<file path="config.mk">
export PLATFORM = sky130hd
export DESIGN_NAME = dvt_pixel_in
export DESIGN_NICKNAME = d
export VERILOG_FILES = /design/src/dvt_pkg.sv /design/src/dvt_tmds_enc.sv /design/src/dvt_pixel_in.sv
export SDC_FILE = /design/constraint.sdc
export NUM_CORES = 1
export LEC_CHECK = 0
export BUFFER_PORTS_ARGS = -buffer_cell sky130_fd_sc_hd__clkbuf_2
export CAP_MARGIN = 10
export CORE_MARGIN = 3
export CORE_UTILIZATION = 50
export CTS_CLUSTER_SIZE = 30
export DETAILED_ROUTE_END_ITERATION = 10
export GPL_TIMING_DRIVEN = 1
export PLACE_DENSITY = 0.68
export REMOVE_ABC_BUFFERS = 1
export SLEW_MARGIN = 10
export SYNTH_ARGS = -nofsm -noshare
export SYNTH_HDL_FRONTEND = slang
export SYNTH_SLANG_ARGS = --single-unit
</file>
<file path="constraint.sdc">
create_clock -name clk -period 18.58 [get_ports clk]
set_input_delay 0.929 -clock clk [delete_from_list [all_inputs] [get_ports clk]]
set_output_delay 0.929 -clock clk [all_outputs]
set_load 0.01 [all_outputs]
</file>
<file path="src/dvt_pkg.sv">
// Shared constants for the DVI transmitter pixel input block
package dvt_pkg;

    // ==========================================================
    // Register map (byte addresses on APB)
    localparam logic [11:0] ADDR_INPUT_MODE = 12'h000;
    localparam logic [11:0] ADDR_DESKEW = 12'h004;
    localparam logic [11:0] ADDR_STATUS = 12'h008;
    localparam logic [11:0] ADDR_CP_CTL = 12'h00C;

    // ==========================================================
    // Field positions
    localparam int BIT_BUS_WIDTH = 0;
    localparam int BIT_EDGE = 1;
    localparam int BIT_CLOCK_MODE = 2;
    localparam int BIT_DESKEW_EN = 0;
    localparam int POS_DESKEW_SET = 1;
    localparam int BIT_CTL3 = 0;

    // ==========================================================
    // Reset values
    localparam logic [2:0] RST_INPUT_MODE = 3'h0;
    localparam logic [3:0] RST_DESKEW = 4'h0;
    localparam logic RST_CTL3 = 1'b0;

    // ==========================================================
    // De-skew: one trim step is one system clock cycle
    localparam logic [2:0] DESKEW_DEFAULT = 3'h4;
    localparam int EDGE_DELAY = 4;
    localparam int HIST_DEPTH = 8;
    localparam int WORD_W = 29;

    // ==========================================================
    // Control characters, indexed by {c1, c0}
    localparam logic [9:0] CTRL_CHAR_00 = 10'h354;
    localparam logic [9:0] CTRL_CHAR_01 = 10'h0AB;
    localparam logic [9:0] CTRL_CHAR_10 = 10'h154;
    localparam logic [9:0] CTRL_CHAR_11 = 10'h2AB;

endpackage

</file>
<file path="src/dvt_tmds_enc.sv">
// One DC-balanced serial channel encoder with running disparity
`timescale 1ns/1ps

module dvt_tmds_enc (
    input wire logic clk,
    input wire logic rst_n,
    input wire logic load,
    input wire logic de,
    input wire logic [7:0] data,
    input wire logic [1:0] ctrl,
    output logic [9:0] q
);
    import dvt_pkg::*;

    logic [9:0] q_reg;
    logic [9:0] q_next;
    logic signed [5:0] cnt_reg;
    logic signed [5:0] cnt_next;

    function automatic logic [3:0] ones8(input logic [7:0] v);
        logic [3:0] n;
        n = 4'h0;
        for (int i = 0; i < 8; i++) begin
            n = n + {3'h0, v[i]};
        end
        return n;
    endfunction

    always_comb begin
        logic [8:0] qm;
        logic use_xnor;
        logic [3:0] n1d;
        logic signed [5:0] bal;
        q_next = q_reg;
        cnt_next = cnt_reg;
        qm = 9'h000;
        use_xnor = 1'b0;
        bal = 6'sd0;
        n1d = ones8(data);
        use_xnor = (n1d > 4'h4) || (n1d == 4'h4 && !data[0]);
        qm[0] = data[0];
        for (int i = 1; i < 8; i++) begin
            qm[i] = use_xnor ? ~(qm[i-1] ^ data[i]) : (qm[i-1] ^ data[i]);
        end
        qm[8] = ~use_xnor;
        // Ones minus zeros of the eight payload bits
        bal = $signed({2'h0, ones8(qm[7:0])}) * 6'sd2 - 6'sd8;
        if (load) begin
            if (!de) begin
                cnt_next = 6'sd0;
                case (ctrl)
                    2'h0: q_next = CTRL_CHAR_00;
                    2'h1: q_next = CTRL_CHAR_01;
                    2'h2: q_next = CTRL_CHAR_10;
                    default: q_next = CTRL_CHAR_11;
                endcase
            end else if (cnt_reg == 6'sd0 || bal == 6'sd0) begin
                q_next = {~qm[8], qm[8], qm[8] ? qm[7:0] : ~qm[7:0]};
                cnt_next = qm[8] ? cnt_reg + bal : cnt_reg - bal;
            end else if ((cnt_reg > 6'sd0 && bal > 6'sd0) || (cnt_reg < 6'sd0 && bal < 6'sd0)) begin
                q_next = {1'b1, qm[8], ~qm[7:0]};
                cnt_next = cnt_reg + (qm[8] ? 6'sd2 : 6'sd0) - bal;
            end else begin
                q_next = {1'b0, qm[8], qm[7:0]};
                cnt_next = cnt_reg - (qm[8] ? 6'sd0 : 6'sd2) + bal;
            end
        end
    end

    always_ff @(posedge clk or negedge rst_n) begin
        if (!rst_n) begin
            q_reg <= CTRL_CHAR_00;
            cnt_reg <= 6'sd0;
        end else begin
            q_reg <= q_next;
            cnt_reg <= cnt_next;
        end
    end

    assign q = q_reg;
endmodule

</file>
<file path="src/dvt_pixel_in.sv">
// Pixel input capture, de-skew, channel mapping and APB configuration
`timescale 1ns/1ps

// What this block does
// - Bus-width select 0 gives 12-bit dual-edge input, 1 gives 24-bit single-edge.
// - Narrow mode latches a 12-bit half-word on both pixel clock edges.
// - Wide mode latches 24 bits once: rising if edge select 1, else falling.
// - Narrow mode edge select picks the primary edge; other edge takes second half.
// - Differential mode uses the clock pair crossover as sampling reference.
// - Low swing: narrow 0 means differential; wide 1 means differential.
// - Differential clocking only possible in low-swing mode.
// - High swing ignores clock-mode select and always uses single-ended clock.
// - Active video: bits 23..16 red on channel 2, 15..8 green ch1, 7..0 blue ch0.
// - Blanking: syncs on channel 0, control 1 on ch1, control 3..2 on ch2.
// - Each encoder picks one of two characters using a running disparity count.
// - The three control bits are encoded and sent in vertical blanking.
// - Top control bit made internally; lower two inputs are reserved pass-through.
// - Serial config select 1 takes selects from registers, 0 from pins.
// - De-skew enable and 3-bit setting move data sampling against the clock.
// - Enabled shift is setting minus 4 steps; disabled uses a default shift.
// - Narrow halves: first blue and green 3..0, second green 7..4 and red.
module dvt_pixel_in (
    input wire logic clk,
    input wire logic rst_n,
    input wire logic psel,
    input wire logic penable,
    input wire logic pwrite,
    input wire logic [11:0] paddr,
    input wire logic [31:0] pwdata,
    output logic [31:0] prdata,
    output logic pready,
    output logic pslverr,
    input wire logic input_pixel_clock_pair_p,
    input wire logic input_pixel_clock_pair_n,
    input wire logic [23:0] pixel_data,
    input wire logic data_enable,
    input wire logic hsync,
    input wire logic vsync,
    input wire logic [2:1] blanking_control_bits,
    input wire logic low_swing,
    input wire logic serial_config_select,
    input wire logic bus_width_select,
    input wire logic edge_select,
    input wire logic clock_mode_select,
    input wire logic deskew_enable,
    input wire logic [2:0] deskew_setting,
    output logic [9:0] serial_channel_0,
    output logic [9:0] serial_channel_1,
    output logic [9:0] serial_channel_2,
    output logic char_strobe
);
    import dvt_pkg::*;

    // ==========================================================
    // Two-flop synchronisers for every pin except clk, rst_n and the APB bus
    localparam int PIN_W = 2 + WORD_W + 9;
    logic [PIN_W-1:0] pin_s1_reg;
    logic [PIN_W-1:0] pin_s2_reg;

    always_ff @(posedge clk or negedge rst_n) begin
        if (!rst_n) begin
            pin_s1_reg <= '0;
            pin_s2_reg <= '0;
        end else begin
            pin_s1_reg <= {input_pixel_clock_pair_p, input_pixel_clock_pair_n, blanking_control_bits,
                           vsync, hsync, data_enable, pixel_data, low_swing, serial_config_select,
                           bus_width_select, edge_select, clock_mode_select, deskew_enable, deskew_setting};
            pin_s2_reg <= pin_s1_reg;
        end
    end

    logic ck_p, ck_n, sw_low, ser_sel, pin_bw, pin_edge, pin_cm, pin_dk_en;
    logic [2:0] pin_dk_set;
    logic [WORD_W-1:0] word_s;
    assign {ck_p, ck_n, word_s, sw_low, ser_sel, pin_bw, pin_edge, pin_cm, pin_dk_en, pin_dk_set} = pin_s2_reg;

    // ==========================================================
    // APB registers
    logic [2:0] mode_reg, mode_next;
    logic [3:0] dk_reg, dk_next;
    logic ctl3_reg, ctl3_next;
    logic pready_reg, pready_next;
    logic pslverr_reg, pslverr_next;
    logic [31:0] prdata_reg, prdata_next;
    logic [2:0] cfg_reg, cfg_next;
    logic half_reg, half_next;
    logic diff_mode;

    always_comb begin
        mode_next = mode_reg;
        dk_next = dk_reg;
        ctl3_next = ctl3_reg;
        pready_next = 1'b0;
        pslverr_next = 1'b0;
        prdata_next = 32'h0000_0000;
        if (psel && !penable) begin
            // Answer in the first access cycle, never waits
            pready_next = 1'b1;
            if (paddr == ADDR_INPUT_MODE) begin
                prdata_next = {29'h0, mode_reg};
            end else if (paddr == ADDR_DESKEW) begin
                prdata_next = {28'h0, dk_reg};
            end else if (paddr == ADDR_STATUS) begin
                prdata_next = {26'h0, half_reg, diff_mode, sw_low, cfg_reg};
            end else if (paddr == ADDR_CP_CTL) begin
                prdata_next = {31'h0, ctl3_reg};
            end else begin
                pslverr_next = 1'b1;
            end
        end
        if (psel && penable && pready_reg && pwrite) begin
            if (paddr == ADDR_INPUT_MODE) begin
                mode_next = pwdata[2:0];
            end else if (paddr == ADDR_DESKEW) begin
                dk_next = pwdata[3:0];
            end else if (paddr == ADDR_CP_CTL) begin
                ctl3_next = pwdata[BIT_CTL3];
            end
        end
    end

    always_ff @(posedge clk or negedge rst_n) begin
        if (!rst_n) begin
            mode_reg <= RST_INPUT_MODE;
            dk_reg <= RST_DESKEW;
            ctl3_reg <= RST_CTL3;
            pready_reg <= 1'b0;
            pslverr_reg <= 1'b0;
            prdata_reg <= 32'h0000_0000;
        end else begin
            mode_reg <= mode_next;
            dk_reg <= dk_next;
            ctl3_reg <= ctl3_next;
            pready_reg <= pready_next;
            pslverr_reg <= pslverr_next;
            prdata_reg <= prdata_next;
        end
    end

    assign pready = pready_reg;
    assign pslverr = pslverr_reg;
    assign prdata = prdata_reg;

    // ==========================================================
    // Effective configuration
    logic [2:0] cfg_req;
    logic dk_on;
    logic [2:0] dk_set;
    assign cfg_req = ser_sel ? mode_reg : {pin_cm, pin_edge, pin_bw};
    assign dk_on = ser_sel ? dk_reg[BIT_DESKEW_EN] : pin_dk_en;
    assign dk_set = ser_sel ? dk_reg[POS_DESKEW_SET +: 3] : pin_dk_set;

    // Low swing: sense flips with bus width; high swing never differential
    assign diff_mode = sw_low && (cfg_reg[BIT_BUS_WIDTH] ? cfg_reg[BIT_CLOCK_MODE]
                                                         : !cfg_reg[BIT_CLOCK_MODE]);

    // ==========================================================
    // Clock edge detection, delayed so that data may be taken early or late
    logic ck_lvl;
    logic ck_prev_reg, ck_prev_next;
    logic [EDGE_DELAY-1:0] rise_dly_reg, rise_dly_next;
    logic [EDGE_DELAY-1:0] fall_dly_reg, fall_dly_next;
    logic [WORD_W-1:0] hist_reg [HIST_DEPTH];
    logic [WORD_W-1:0] hist_next [HIST_DEPTH];

    // Crossover as comparator of the pair; single-ended uses the plus line
    assign ck_lvl = diff_mode ? (ck_p && !ck_n) : ck_p;

    always_comb begin
        ck_prev_next = ck_lvl;
        rise_dly_next = {rise_dly_reg[EDGE_DELAY-2:0], ck_lvl && !ck_prev_reg};
        fall_dly_next = {fall_dly_reg[EDGE_DELAY-2:0], !ck_lvl && ck_prev_reg};
        hist_next[0] = word_s;
        for (int i = 1; i < HIST_DEPTH; i++) begin
            hist_next[i] = hist_reg[i-1];
        end
    end

    always_ff @(posedge clk or negedge rst_n) begin
        if (!rst_n) begin
            ck_prev_reg <= 1'b0;
            rise_dly_reg <= '0;
            fall_dly_reg <= '0;
            for (int i = 0; i < HIST_DEPTH; i++) begin
                hist_reg[i] <= '0;
            end
        end else begin
            ck_prev_reg <= ck_prev_next;
            rise_dly_reg <= rise_dly_next;
            fall_dly_reg <= fall_dly_next;
            for (int i = 0; i < HIST_DEPTH; i++) begin
                hist_reg[i] <= hist_next[i];
            end
        end
    end

    // Entry 3 lines up with the delayed edge; older entries mean earlier sampling
    logic [2:0] tap_idx;
    logic [WORD_W-1:0] tap;
    assign tap_idx = 3'h7 - (dk_on ? dk_set : DESKEW_DEFAULT);
    assign tap = hist_reg[tap_idx];

    // ==========================================================
    // Capture and pixel assembly
    logic rise_ev, fall_ev, prim_ev, sec_ev;
    logic [16:0] low_reg, low_next;
    logic pix_valid_reg, pix_valid_next;
    logic [23:0] pix_reg, pix_next;
    logic pix_de_reg, pix_de_next;
    logic [1:0] pix_sync_reg, pix_sync_next;
    logic [2:1] pix_ctl_reg, pix_ctl_next;
    logic strobe_reg;

    assign rise_ev = rise_dly_reg[EDGE_DELAY-1];
    assign fall_ev = fall_dly_reg[EDGE_DELAY-1];
    assign prim_ev = cfg_reg[BIT_EDGE] ? rise_ev : fall_ev;
    assign sec_ev = cfg_reg[BIT_EDGE] ? fall_ev : rise_ev;

    always_comb begin
        cfg_next = cfg_reg;
        half_next = half_reg;
        low_next = low_reg;
        pix_valid_next = 1'b0;
        pix_next = pix_reg;
        pix_de_next = pix_de_reg;
        pix_sync_next = pix_sync_reg;
        pix_ctl_next = pix_ctl_reg;
        // Only while no half-word is held and no delayed edge fires this cycle
        if (!half_reg && !rise_ev && !fall_ev) begin
            cfg_next = cfg_req;
        end
        if (cfg_reg[BIT_BUS_WIDTH]) begin
            half_next = 1'b0;
            if (prim_ev) begin
                pix_valid_next = 1'b1;
                pix_next = tap[23:0];
                {pix_ctl_next, pix_sync_next[1], pix_sync_next[0], pix_de_next} = tap[28:24];
            end
        end else if (prim_ev) begin
            half_next = 1'b1;
            low_next = {tap[28:24], tap[11:0]};
        end else if (sec_ev && half_reg) begin
            half_next = 1'b0;
            pix_valid_next = 1'b1;
            pix_next = {tap[11:4], tap[3:0], low_reg[11:8], low_reg[7:0]};
            {pix_ctl_next, pix_sync_next[1], pix_sync_next[0], pix_de_next} = low_reg[16:12];
        end
    end

    always_ff @(posedge clk or negedge rst_n) begin
        if (!rst_n) begin
            cfg_reg <= RST_INPUT_MODE;
            half_reg <= 1'b0;
            low_reg <= '0;
            pix_valid_reg <= 1'b0;
            pix_reg <= 24'h00_0000;
            pix_de_reg <= 1'b0;
            pix_sync_reg <= 2'h0;
            pix_ctl_reg <= 2'h0;
            strobe_reg <= 1'b0;
        end else begin
            cfg_reg <= cfg_next;
            half_reg <= half_next;
            low_reg <= low_next;
            pix_valid_reg <= pix_valid_next;
            pix_reg <= pix_next;
            pix_de_reg <= pix_de_next;
            pix_sync_reg <= pix_sync_next;
            pix_ctl_reg <= pix_ctl_next;
            strobe_reg <= pix_valid_reg;
        end
    end

    assign char_strobe = strobe_reg;

    // ==========================================================
    // Channel mapping; control bits only carried while vsync is asserted
    logic vblank;
    logic [1:0] c0, c1, c2;
    assign vblank = pix_sync_reg[1];
    assign c0 = pix_sync_reg;
    assign c1 = {1'b0, vblank && pix_ctl_reg[1]};
    assign c2 = {vblank && ctl3_reg, vblank && pix_ctl_reg[2]};

    dvt_tmds_enc u_enc0 (
        .clk(clk),
        .rst_n(rst_n),
        .load(pix_valid_reg),
        .de(pix_de_reg),
        .data(pix_reg[7:0]),
        .ctrl(c0),
        .q(serial_channel_0)
    );

    dvt_tmds_enc u_enc1 (
        .clk(clk),
        .rst_n(rst_n),
        .load(pix_valid_reg),
        .de(pix_de_reg),
        .data(pix_reg[15:8]),
        .ctrl(c1),
        .q(serial_channel_1)
    );

    dvt_tmds_enc u_enc2 (
        .clk(clk),
        .rst_n(rst_n),
        .load(pix_valid_reg),
        .de(pix_de_reg),
        .data(pix_reg[23:16]),
        .ctrl(c2),
        .q(serial_channel_2)
    );
endmodule

</file>
==> results.sh, run 1 <==
export IMPL_core_area_um2=37930
export IMPL_cts_resized_gates=0
export IMPL_reg2reg_from="pix_reg[0]"
export IMPL_highest_layer="met4"
export IMPL_grt_pass1_wl_um=65210
export IMPL_cpMostUsedCell="fa_1"
export IMPL_min_period_ps=8556
export IMPL_die_x_um=202.9
export IMPL_multi_input_area_um2=7671
export IMPL_fin_tns_setup_ps=0
export IMPL_area_growth_pct=12.28
export IMPL_fin_skew_ps=14.92
export IMPL_whs_ps=343.5
export IMPL_slew_violations=0
export IMPL_gp_congestion=0.7967
export IMPL_crit_type="register to register"
export IMPL_critPathMaxFanout=6
export IMPL_synth_edf_count=0
export IMPL_ys_top_cells_by_area="dfrtp_1 54%, ha_1 6.1%, fa_1 4.0%"
export IMPL_nets=1915
export IMPL_whs_endpoint="pin_s2_reg[33]"
export IMPL_drive_gt1_frac=0.1419
export IMPL_min_period_over_period=0.4605
export IMPL_cp_start_kind="register"
export IMPL_die_h_um=202.9
export IMPL_cts_tree="yes"
export IMPL_startpoint="pix_reg[0]"
export IMPL_detail_route_iter0_violations=812
export IMPL_worst_pin_slew_ps=1112
export IMPL_required_ps=19000
export IMPL_initial_core_util=0.5111
export IMPL_slowest_delay_ps=510
export IMPL_hold_buffers=0
export IMPL_status="finished, final reports clean"
export IMPL_hpwlAfterDp_um=25980
export IMPL_wirelength_um=39280
export IMPL_cts_setup_buffers=0
export IMPL_wl_per_cell_um=17.55
export IMPL_ys_ff_latch=434
export IMPL_antenna_found_initial=0
export IMPL_wl_met1_um=18100
export IMPL_drt_pass1_iterations=5
export IMPL_regToRegSetupSlack_ps=10020
export IMPL_synthDistinctLibCells=80
export IMPL_yosysSeqAreaShare=0.5612
export IMPL_yosys_top_cells_count="419 x dfrtp_1, 134 x nand2_1, 121 x inv_1, 94 x ha_1, 88 x a21oi_1"
export IMPL_min_delay_start="pin_s1_reg[33]"
export IMPL_worst_r2r_cell_count=28
export IMPL_wl_met3_um=1645
export IMPL_antenna_cells=0
export IMPL_syn_area_per_cell_um2=12.16
export IMPL_worst_hold_path_type="register to register"
export IMPL_drc=0
export IMPL_synth_top_cell_area_share=0.5409
export IMPL_cts_root_buf="clkbuf_16"
export IMPL_clk_latency_ps=560
export IMPL_worstPathArrival_ps=8980
export IMPL_cts_buffer_depth=3
export IMPL_maxCapViolCount=0
export IMPL_wl_met2_um=18580
export IMPL_hold_path_depth=0
export IMPL_grt_usage=0.1944
export IMPL_overflow=0
export IMPL_setup_viol=0
export IMPL_finish_instance_area_um2=21770
export IMPL_async_reset_ff_frac=1.000
export IMPL_vias=12010
export IMPL_clkTransAtPathRegs_ps=60
export IMPL_vias_per_cell=5.365
export IMPL_slew_headroom=0.2588
export IMPL_io_pins=154
export IMPL_ys_warn_count=0
export IMPL_yosys_area_top_type="dfrtp_1"
export IMPL_die_area_um2=41170
export IMPL_h_tree_depth=2
export IMPL_cts_buffers=44
export IMPL_critPathSlowestCell="fa_1"
export IMPL_placed_area_um2=20280
export IMPL_regArea_um2=10880
export IMPL_r2r_end="u_enc0.cnt_reg[5]"
export IMPL_netlist_instances=1594
export IMPL_synth_most_common_cell="dfrtp_1"
export IMPL_end_kind="register"
export IMPL_numClockSinks=434
export IMPL_port_buffers=99
export IMPL_rsz0062_at_grt="false"
export IMPL_ant_nets=0
export IMPL_netlist_area_um2=19390
export IMPL_synth_flop_cell="dfrtp_1"
export IMPL_largest_register_ffs=203
export IMPL_grt_pass1_vias=12380
export IMPL_hold_viol_final=0
export IMPL_fillCellCount=3133
export IMPL_grt_max_degree=114
export IMPL_max_freq_mhz=116.9
export IMPL_rows=71
[how the worst max path moves through the flow]
stage	end	slack, ps	cells after the start
finish	u_enc0.cnt_reg[5]	10020	28
global route	u_enc0.cnt_reg[5]	9560	32
CTS	u_enc0.cnt_reg[5]	10010	28
detailed placement	u_enc0.cnt_reg[5]	10020	28
global placement	u_enc0.cnt_reg[5]	10270	28
floorplan	u_enc1.cnt_reg[5]	10360	30
[cells by family after synthesis]
group	count (synthesis)	synth area share
mux	90	0.05054
buf+inv	211	0.04808
other cells	1	0.0001934
compound gates	317	0.1151
fa+ha+maj	133	0.1009
xor+xnor	100	0.04892
flops	434	0.5612
simple gates	308	0.07500
[cells in the final DEF (no fill, tap or decap), drive strengths merged, types with 6 or more instances in the layout]
master	n
a211oi	13
a21o	34
a21oi	89
a221o	11
a221oi	19
a31o	11
a31oi	10
and3	14
buf	18
clkbuf	165
conb	26
dfrtp	419
dfstp	15
fa	39
ha	94
inv	125
mux2	33
mux2i	56
nand2	134
nand3	41
nand3b	6
nor2	63
nor2b	6
nor3b	6
nor4	8
o211ai	13
o21ai	36
o221ai	24
o22ai	21
xnor2	66
xor2	32
[worst max-delay path, delay by kind of cell (launching register included)]
kind / cells / cell delay (ps)
DFF: 1 / 450
AOI/OAI and AO/OA: 6 / 1280
xor gates and xnor gates: 1 / 110
and+or+nand+nor: 4 / 1040
buffers and inverters: 5 / 360
adders and majority gates: 12 / 5180
[layout make-up]
| cell class | count | share of cell area |
|---|---|---|
| Timing Repair Buffer | 116 | 0.02909 |
| Clock buffer | 67 | 0.05783 |
| Clock inverter | 13 | 0.01023 |
| Inverter | 123 | 0.02121 |
| Tap cell | 511 | 0.02937 |
| Multi-Input combinational cell | 974 | 0.3524 |
| Sequential cell | 434 | 0.4998 |
[stage by stage]
step	utilization	worst slack (ps)	instances
floorplan	-	10360	1531
global placement	0.5347	10270	2158
detailed placement	0.5347	10020	2158
CTS	0.5738	10010	2238
global route	0.5738	9559	2238
finish	0.5738	10020	2238
[routing by layer]
layer | vias up | track usage
met4 | 0 | 0.05444
met3 | 65 | 0.02966
met2 | 243 | 0.3107
met5 | - | 0
met1 | 6054 | 0.2797
li1 | 5644 | -
Power of run 1 is not shown: default switching activity piles up to over one toggle a cycle in this logic, so the estimate is an artifact.
==> run 2: changes to the inputs <==
Settings changed: PLACE_DENSITY 0.68 to 0.71.
Clock period 18.58 ns to 6.9 ns, I/O delays scaled along.
==> results.sh, run 2 (synthesized netlist as in run 1, its figures left out) <==
export IMPL_status="complete, but fails checks"
export IMPL_violations="negative setup slack"
export IMPL_io_pins=154
export IMPL_drc=0
export IMPL_final_common_cell="dfrtp_1"
export IMPL_layout_common_cells="419 x dfrtp_1, 136 x buf_4, 131 x nand2_1"
export IMPL_rsz0062_at_grt="true"
export IMPL_min_period_ps=7477
export IMPL_cts_buffers=45
export IMPL_worst_pin_slew_ps=1155
export IMPL_worstPathArrival_ps=7930
export IMPL_nets=2091
export IMPL_placed_area_um2=21060
export IMPL_vias=12930
export IMPL_clk_latency_ps=560
export IMPL_fin_tns_setup_ps=-4914
export IMPL_preCtsSetupSlack_ps=-984.1
export IMPL_cts_root_buf="clkbuf_16"
export IMPL_wirelength_um=43210
export IMPL_drt_pass1_iterations=5
export IMPL_stdcell_count=2413
export IMPL_setup_viol=28
export IMPL_die_x_um=202.9
export IMPL_overflow=0
export IMPL_initial_core_util=0.5111
export IMPL_worst_hold_path_type="input pin to register"
export IMPL_detail_route_iter0_violations=911
export IMPL_grt_max_degree=139
export IMPL_slew_headroom=0.2274
export IMPL_gp_congestion=0.8402
export IMPL_fin_skew_ps=29.49
export IMPL_rows=71
export IMPL_clkTransAtPathRegs_ps=60
export IMPL_cts_tree="yes"
export IMPL_ant_nets=0
export IMPL_required_ps=7350
export IMPL_grt_pass1_vias=13490
export IMPL_cts_buffer_depth=3
export IMPL_die_area_um2=41170
export IMPL_dp_cells=2259
export IMPL_drive_gt1_frac=0.2797
export IMPL_grt_usage=0.2094
export IMPL_area_growth_pct=24.67
export IMPL_core_area_um2=37930
export IMPL_min_period_over_period=1.084
export IMPL_wl_per_cell_um=17.91
export IMPL_vias_per_cell=5.360
export IMPL_hold_viol_final=0
export IMPL_h_tree_depth=2
export IMPL_max_freq_mhz=133.7
export IMPL_die_h_um=202.9
export IMPL_crit_type="register to register"
export IMPL_largest_register_ffs=203
export IMPL_setup_ws_ps=-577.2
export IMPL_critPathMaxFanout=4
export IMPL_numClockSinks=434
export IMPL_end_kind="register"
export IMPL_maxCapViolCount=0
export IMPL_cp_start_kind="register"
export IMPL_antenna_cells=0
export IMPL_finish_instance_area_um2=24170
export IMPL_antenna_found_initial=0
export IMPL_hpwlAfterDp_um=27560
export IMPL_grt_pass1_wl_um=70100
export IMPL_port_buffers=99
export IMPL_slew_violations=0
## run 2: per-stage QoR
step,hold slack [ps],utilization
floorplan,49.41,-
global placement,331.6,0.5551
detailed placement,334.7,0.5551
CTS,25.45,0.6245
global route,25.97,0.6371
finish,45.73,0.6371
## run 2: layout make-up
class | count | area [µm²]
Timing Repair Buffer | 291 | 2113
Clock buffer | 64 | 1267
Sequential cell | 434 | 10880
Tap cell | 511 | 639.4
Clock inverter | 16 | 245.2
Inverter | 123 | 471.7
Fill cell | 2840 | 13760
Multi-Input combinational cell | 974 | 8552
## run 2: path summary, 6_finish.rpt
check	from	to	slack, ps	depth (start not counted)
worst min-delay path	pwdata[1]	mode_reg[1]	50	2
worst min register to register	pin_s1_reg[25]	pin_s2_reg[25]	340	0
max in group asynchronous	rst_n	pin_s2_reg[21]	4960	3
worst max-delay path	pix_reg[9]	u_enc1.cnt_reg[5]	-580	27
min in group asynchronous	rst_n	pslverr	510	2
worst max register to register	pix_reg[9]	u_enc1.cnt_reg[5]	-580	27
## run 2: what timing repair did
action,4_1_cts,5_1_grt
buffers inserted,29,10
endpoints found under the hold margin,154,0
hold buffers,42,0
gates resized for setup,118,80
setup endpoints to repair,42,42
pin swaps,64,48
## run 2: critical path: stages, from the launching register on
cell	delay [ps]
dfrtp_1	430
ha_4	290
inv_2	40
fa_1	470
fa_1	520
inv_2	40
fa_2	350
fa_1	440
or3b_4	380
a22oi_2	220
xnor2_1	120
ha_1	290
inv_2	40
fa_1	490
inv_1	50
fa_1	450
fa_2	360
inv_2	70
fa_2	500
ha_4	310
inv_4	40
fa_2	380
a21o_1	200
a21oi_2	130
xnor2_1	140
mux2i_1	120
xnor2_1	140
a311o_1	340
## run 2: per-layer routing
layer / track usage / wire [µm]
met1: 0.2868 / 18570
met2: 0.3456 / 21320
met3: 0.03447 / 2079
met4: 0.06632 / 1244
met5: 0 / 0
Power of run 2 is left out for the same reason.
==> run 3: changes to the inputs <==
Settings changed: MAX_ROUTING_LAYER set to met4.
==> results.sh, run 3 (synthesized netlist as in run 1, its figures left out) <==
export IMPL_status="complete, but fails checks"
export IMPL_violations="negative setup slack"
export IMPL_worst_r2r_cell_count=28
export IMPL_wl_per_cell_um=17.94
export IMPL_crit_buf_inv=5
export IMPL_crit_type="register to register"
export IMPL_critPathMaxFanout=4
export IMPL_numClockSinks=434
export IMPL_gp_congestion=0.8532
export IMPL_maxCapViolCount=0
export IMPL_wl_met3_um=2245
export IMPL_cts_buffer_depth=3
export IMPL_setup_viol=28
export IMPL_wl_met2_um=21370
export IMPL_overflow=0
export IMPL_max_freq_mhz=133.6
export IMPL_antenna_cells=0
export IMPL_clk_latency_ps=560
export IMPL_cts_tree="yes"
export IMPL_fillCellCount=2840
export IMPL_io_pins=154
export IMPL_worstPathArrival_ps=7940
export IMPL_min_period_ps=7484
export IMPL_cp_start_kind="register"
export IMPL_slew_violations=0
export IMPL_port_buffers=99
export IMPL_grt_max_degree=139
export IMPL_worst_hold_path_type="input pin to register"
export IMPL_whs_ps=44.56
export IMPL_h_tree_depth=2
export IMPL_drt_pass1_iterations=5
export IMPL_initial_core_util=0.5111
export IMPL_fin_tns_setup_ps=-5024
export IMPL_startpoint="pix_reg[9]"
export IMPL_grt_usage=0.2157
export IMPL_drc=0
export IMPL_setup_ws_ps=-583.5
export IMPL_end_kind="register"
export IMPL_wirelength_um=43280
export IMPL_grt_pass1_vias=13480
export IMPL_stdcell_count=2413
export IMPL_required_ps=7350
export IMPL_antenna_found_initial=0
export IMPL_die_x_um=202.9
export IMPL_cpMostUsedCell="fa_1"
export IMPL_vias_per_cell=5.368
export IMPL_drive_gt1_frac=0.2797
export IMPL_hold_viol_final=0
export IMPL_clkTransAtPathRegs_ps=60
export IMPL_grt_pass1_wl_um=70170
export IMPL_slew_headroom=0.2060
export IMPL_placed_area_um2=21060
export IMPL_hold_path_depth=2
export IMPL_ant_nets=0
export IMPL_path_depth=28
export IMPL_cp_top_family="adder cells"
export IMPL_nets=2091
export IMPL_wl_met1_um=18460
export IMPL_min_delay_start="pwdata[1]"
export IMPL_final_common_cell="dfrtp_1"
export IMPL_largest_register_ffs=203
export IMPL_detail_route_iter0_violations=827
export IMPL_rsz0062_at_grt="true"
export IMPL_die_area_um2=41170
export IMPL_finish_instance_area_um2=24170
export IMPL_area_growth_pct=24.67
export IMPL_fin_skew_ps=27.04
export IMPL_layout_common_cells="419 x dfrtp_1, 136 x buf_4, 131 x nand2_1"
export IMPL_slowest_delay_ps=520
export IMPL_critPathSlowestCell="fa_1"
export IMPL_hpwlAfterDp_um=27560
export IMPL_die_h_um=202.9
export IMPL_dp_cells=2259
export IMPL_min_period_over_period=1.085
export IMPL_core_area_um2=37930
export IMPL_cts_root_buf="clkbuf_16"
export IMPL_cts_buffers=45
export IMPL_multi_input_area_um2=8552
export IMPL_vias=12950
export IMPL_reg2reg_from="pix_reg[9]"
export IMPL_rows=71
export IMPL_worst_pin_slew_ps=1187
export IMPL_regArea_um2=10880
export IMPL_highest_layer="met4"
==> run 3: cell counts in the layout (fill, tap and decap cells not counted) <==
Identical to the previous run, type by type.
==> run 3: area by class of cell <==
type	count	share of cell area
inverters	123	0.01952
multi-input cells	974	0.3539
flip-flops and latches	434	0.4501
repair buffers	291	0.08744
clock buffers	64	0.05244
clock inverters	16	0.01015
well taps	511	0.02645
==> run 3: worst register-to-register path: cells and delay by family, from the launching register on <==
kind,cells,cell delay (ps)
buffers and inverters,5,240
adders and majority gates,12,4650
and+or+nand+nor,4,740
AOI/OAI and AO/OA,4,880
DFF,1,430
xor gates and xnor gates,3,430
==> run 3: routing by layer <==
layer | vias up | track usage
met5 | - | -
met4 | 0 | 0.06632
met3 | 100 | 0.03447
met2 | 341 | 0.3451
met1 | 6503 | 0.2874
li1 | 6008 | -
==> run 3: final timing paths <==
check                                    end  slack (ps)
max                        u_enc1.cnt_reg[5]        -580
min                              mode_reg[1]          40
max reg2reg                u_enc1.cnt_reg[5]        -580
min reg2reg                   pin_s2_reg[25]         340
max in group asynchronous     pin_s1_reg[26]        4940
min in group asynchronous            pslverr         500
==> run 3: metrics by stage <==
step / util / setup WS, ps
final: 0.6371 / -583.5
after floorplan: - / -1322
after CTS: 0.6245 / -520.4
after detailed placement: 0.5551 / -984.1
after global placement: 0.5551 / -714.8
after global routing: 0.6371 / -849.1
==> run 3: repair_timing <==
action                                  4_1_cts  5_1_grt
hold buffers                                 42        0
setup buffers                                29       10
gates cloned                                  0        0
resized for setup                           118       80
endpoints found under the setup margin       42       42
endpoints found under the hold margin       154        0
pin swaps                                    64       48
Power of run 3 is left out for the same reason.
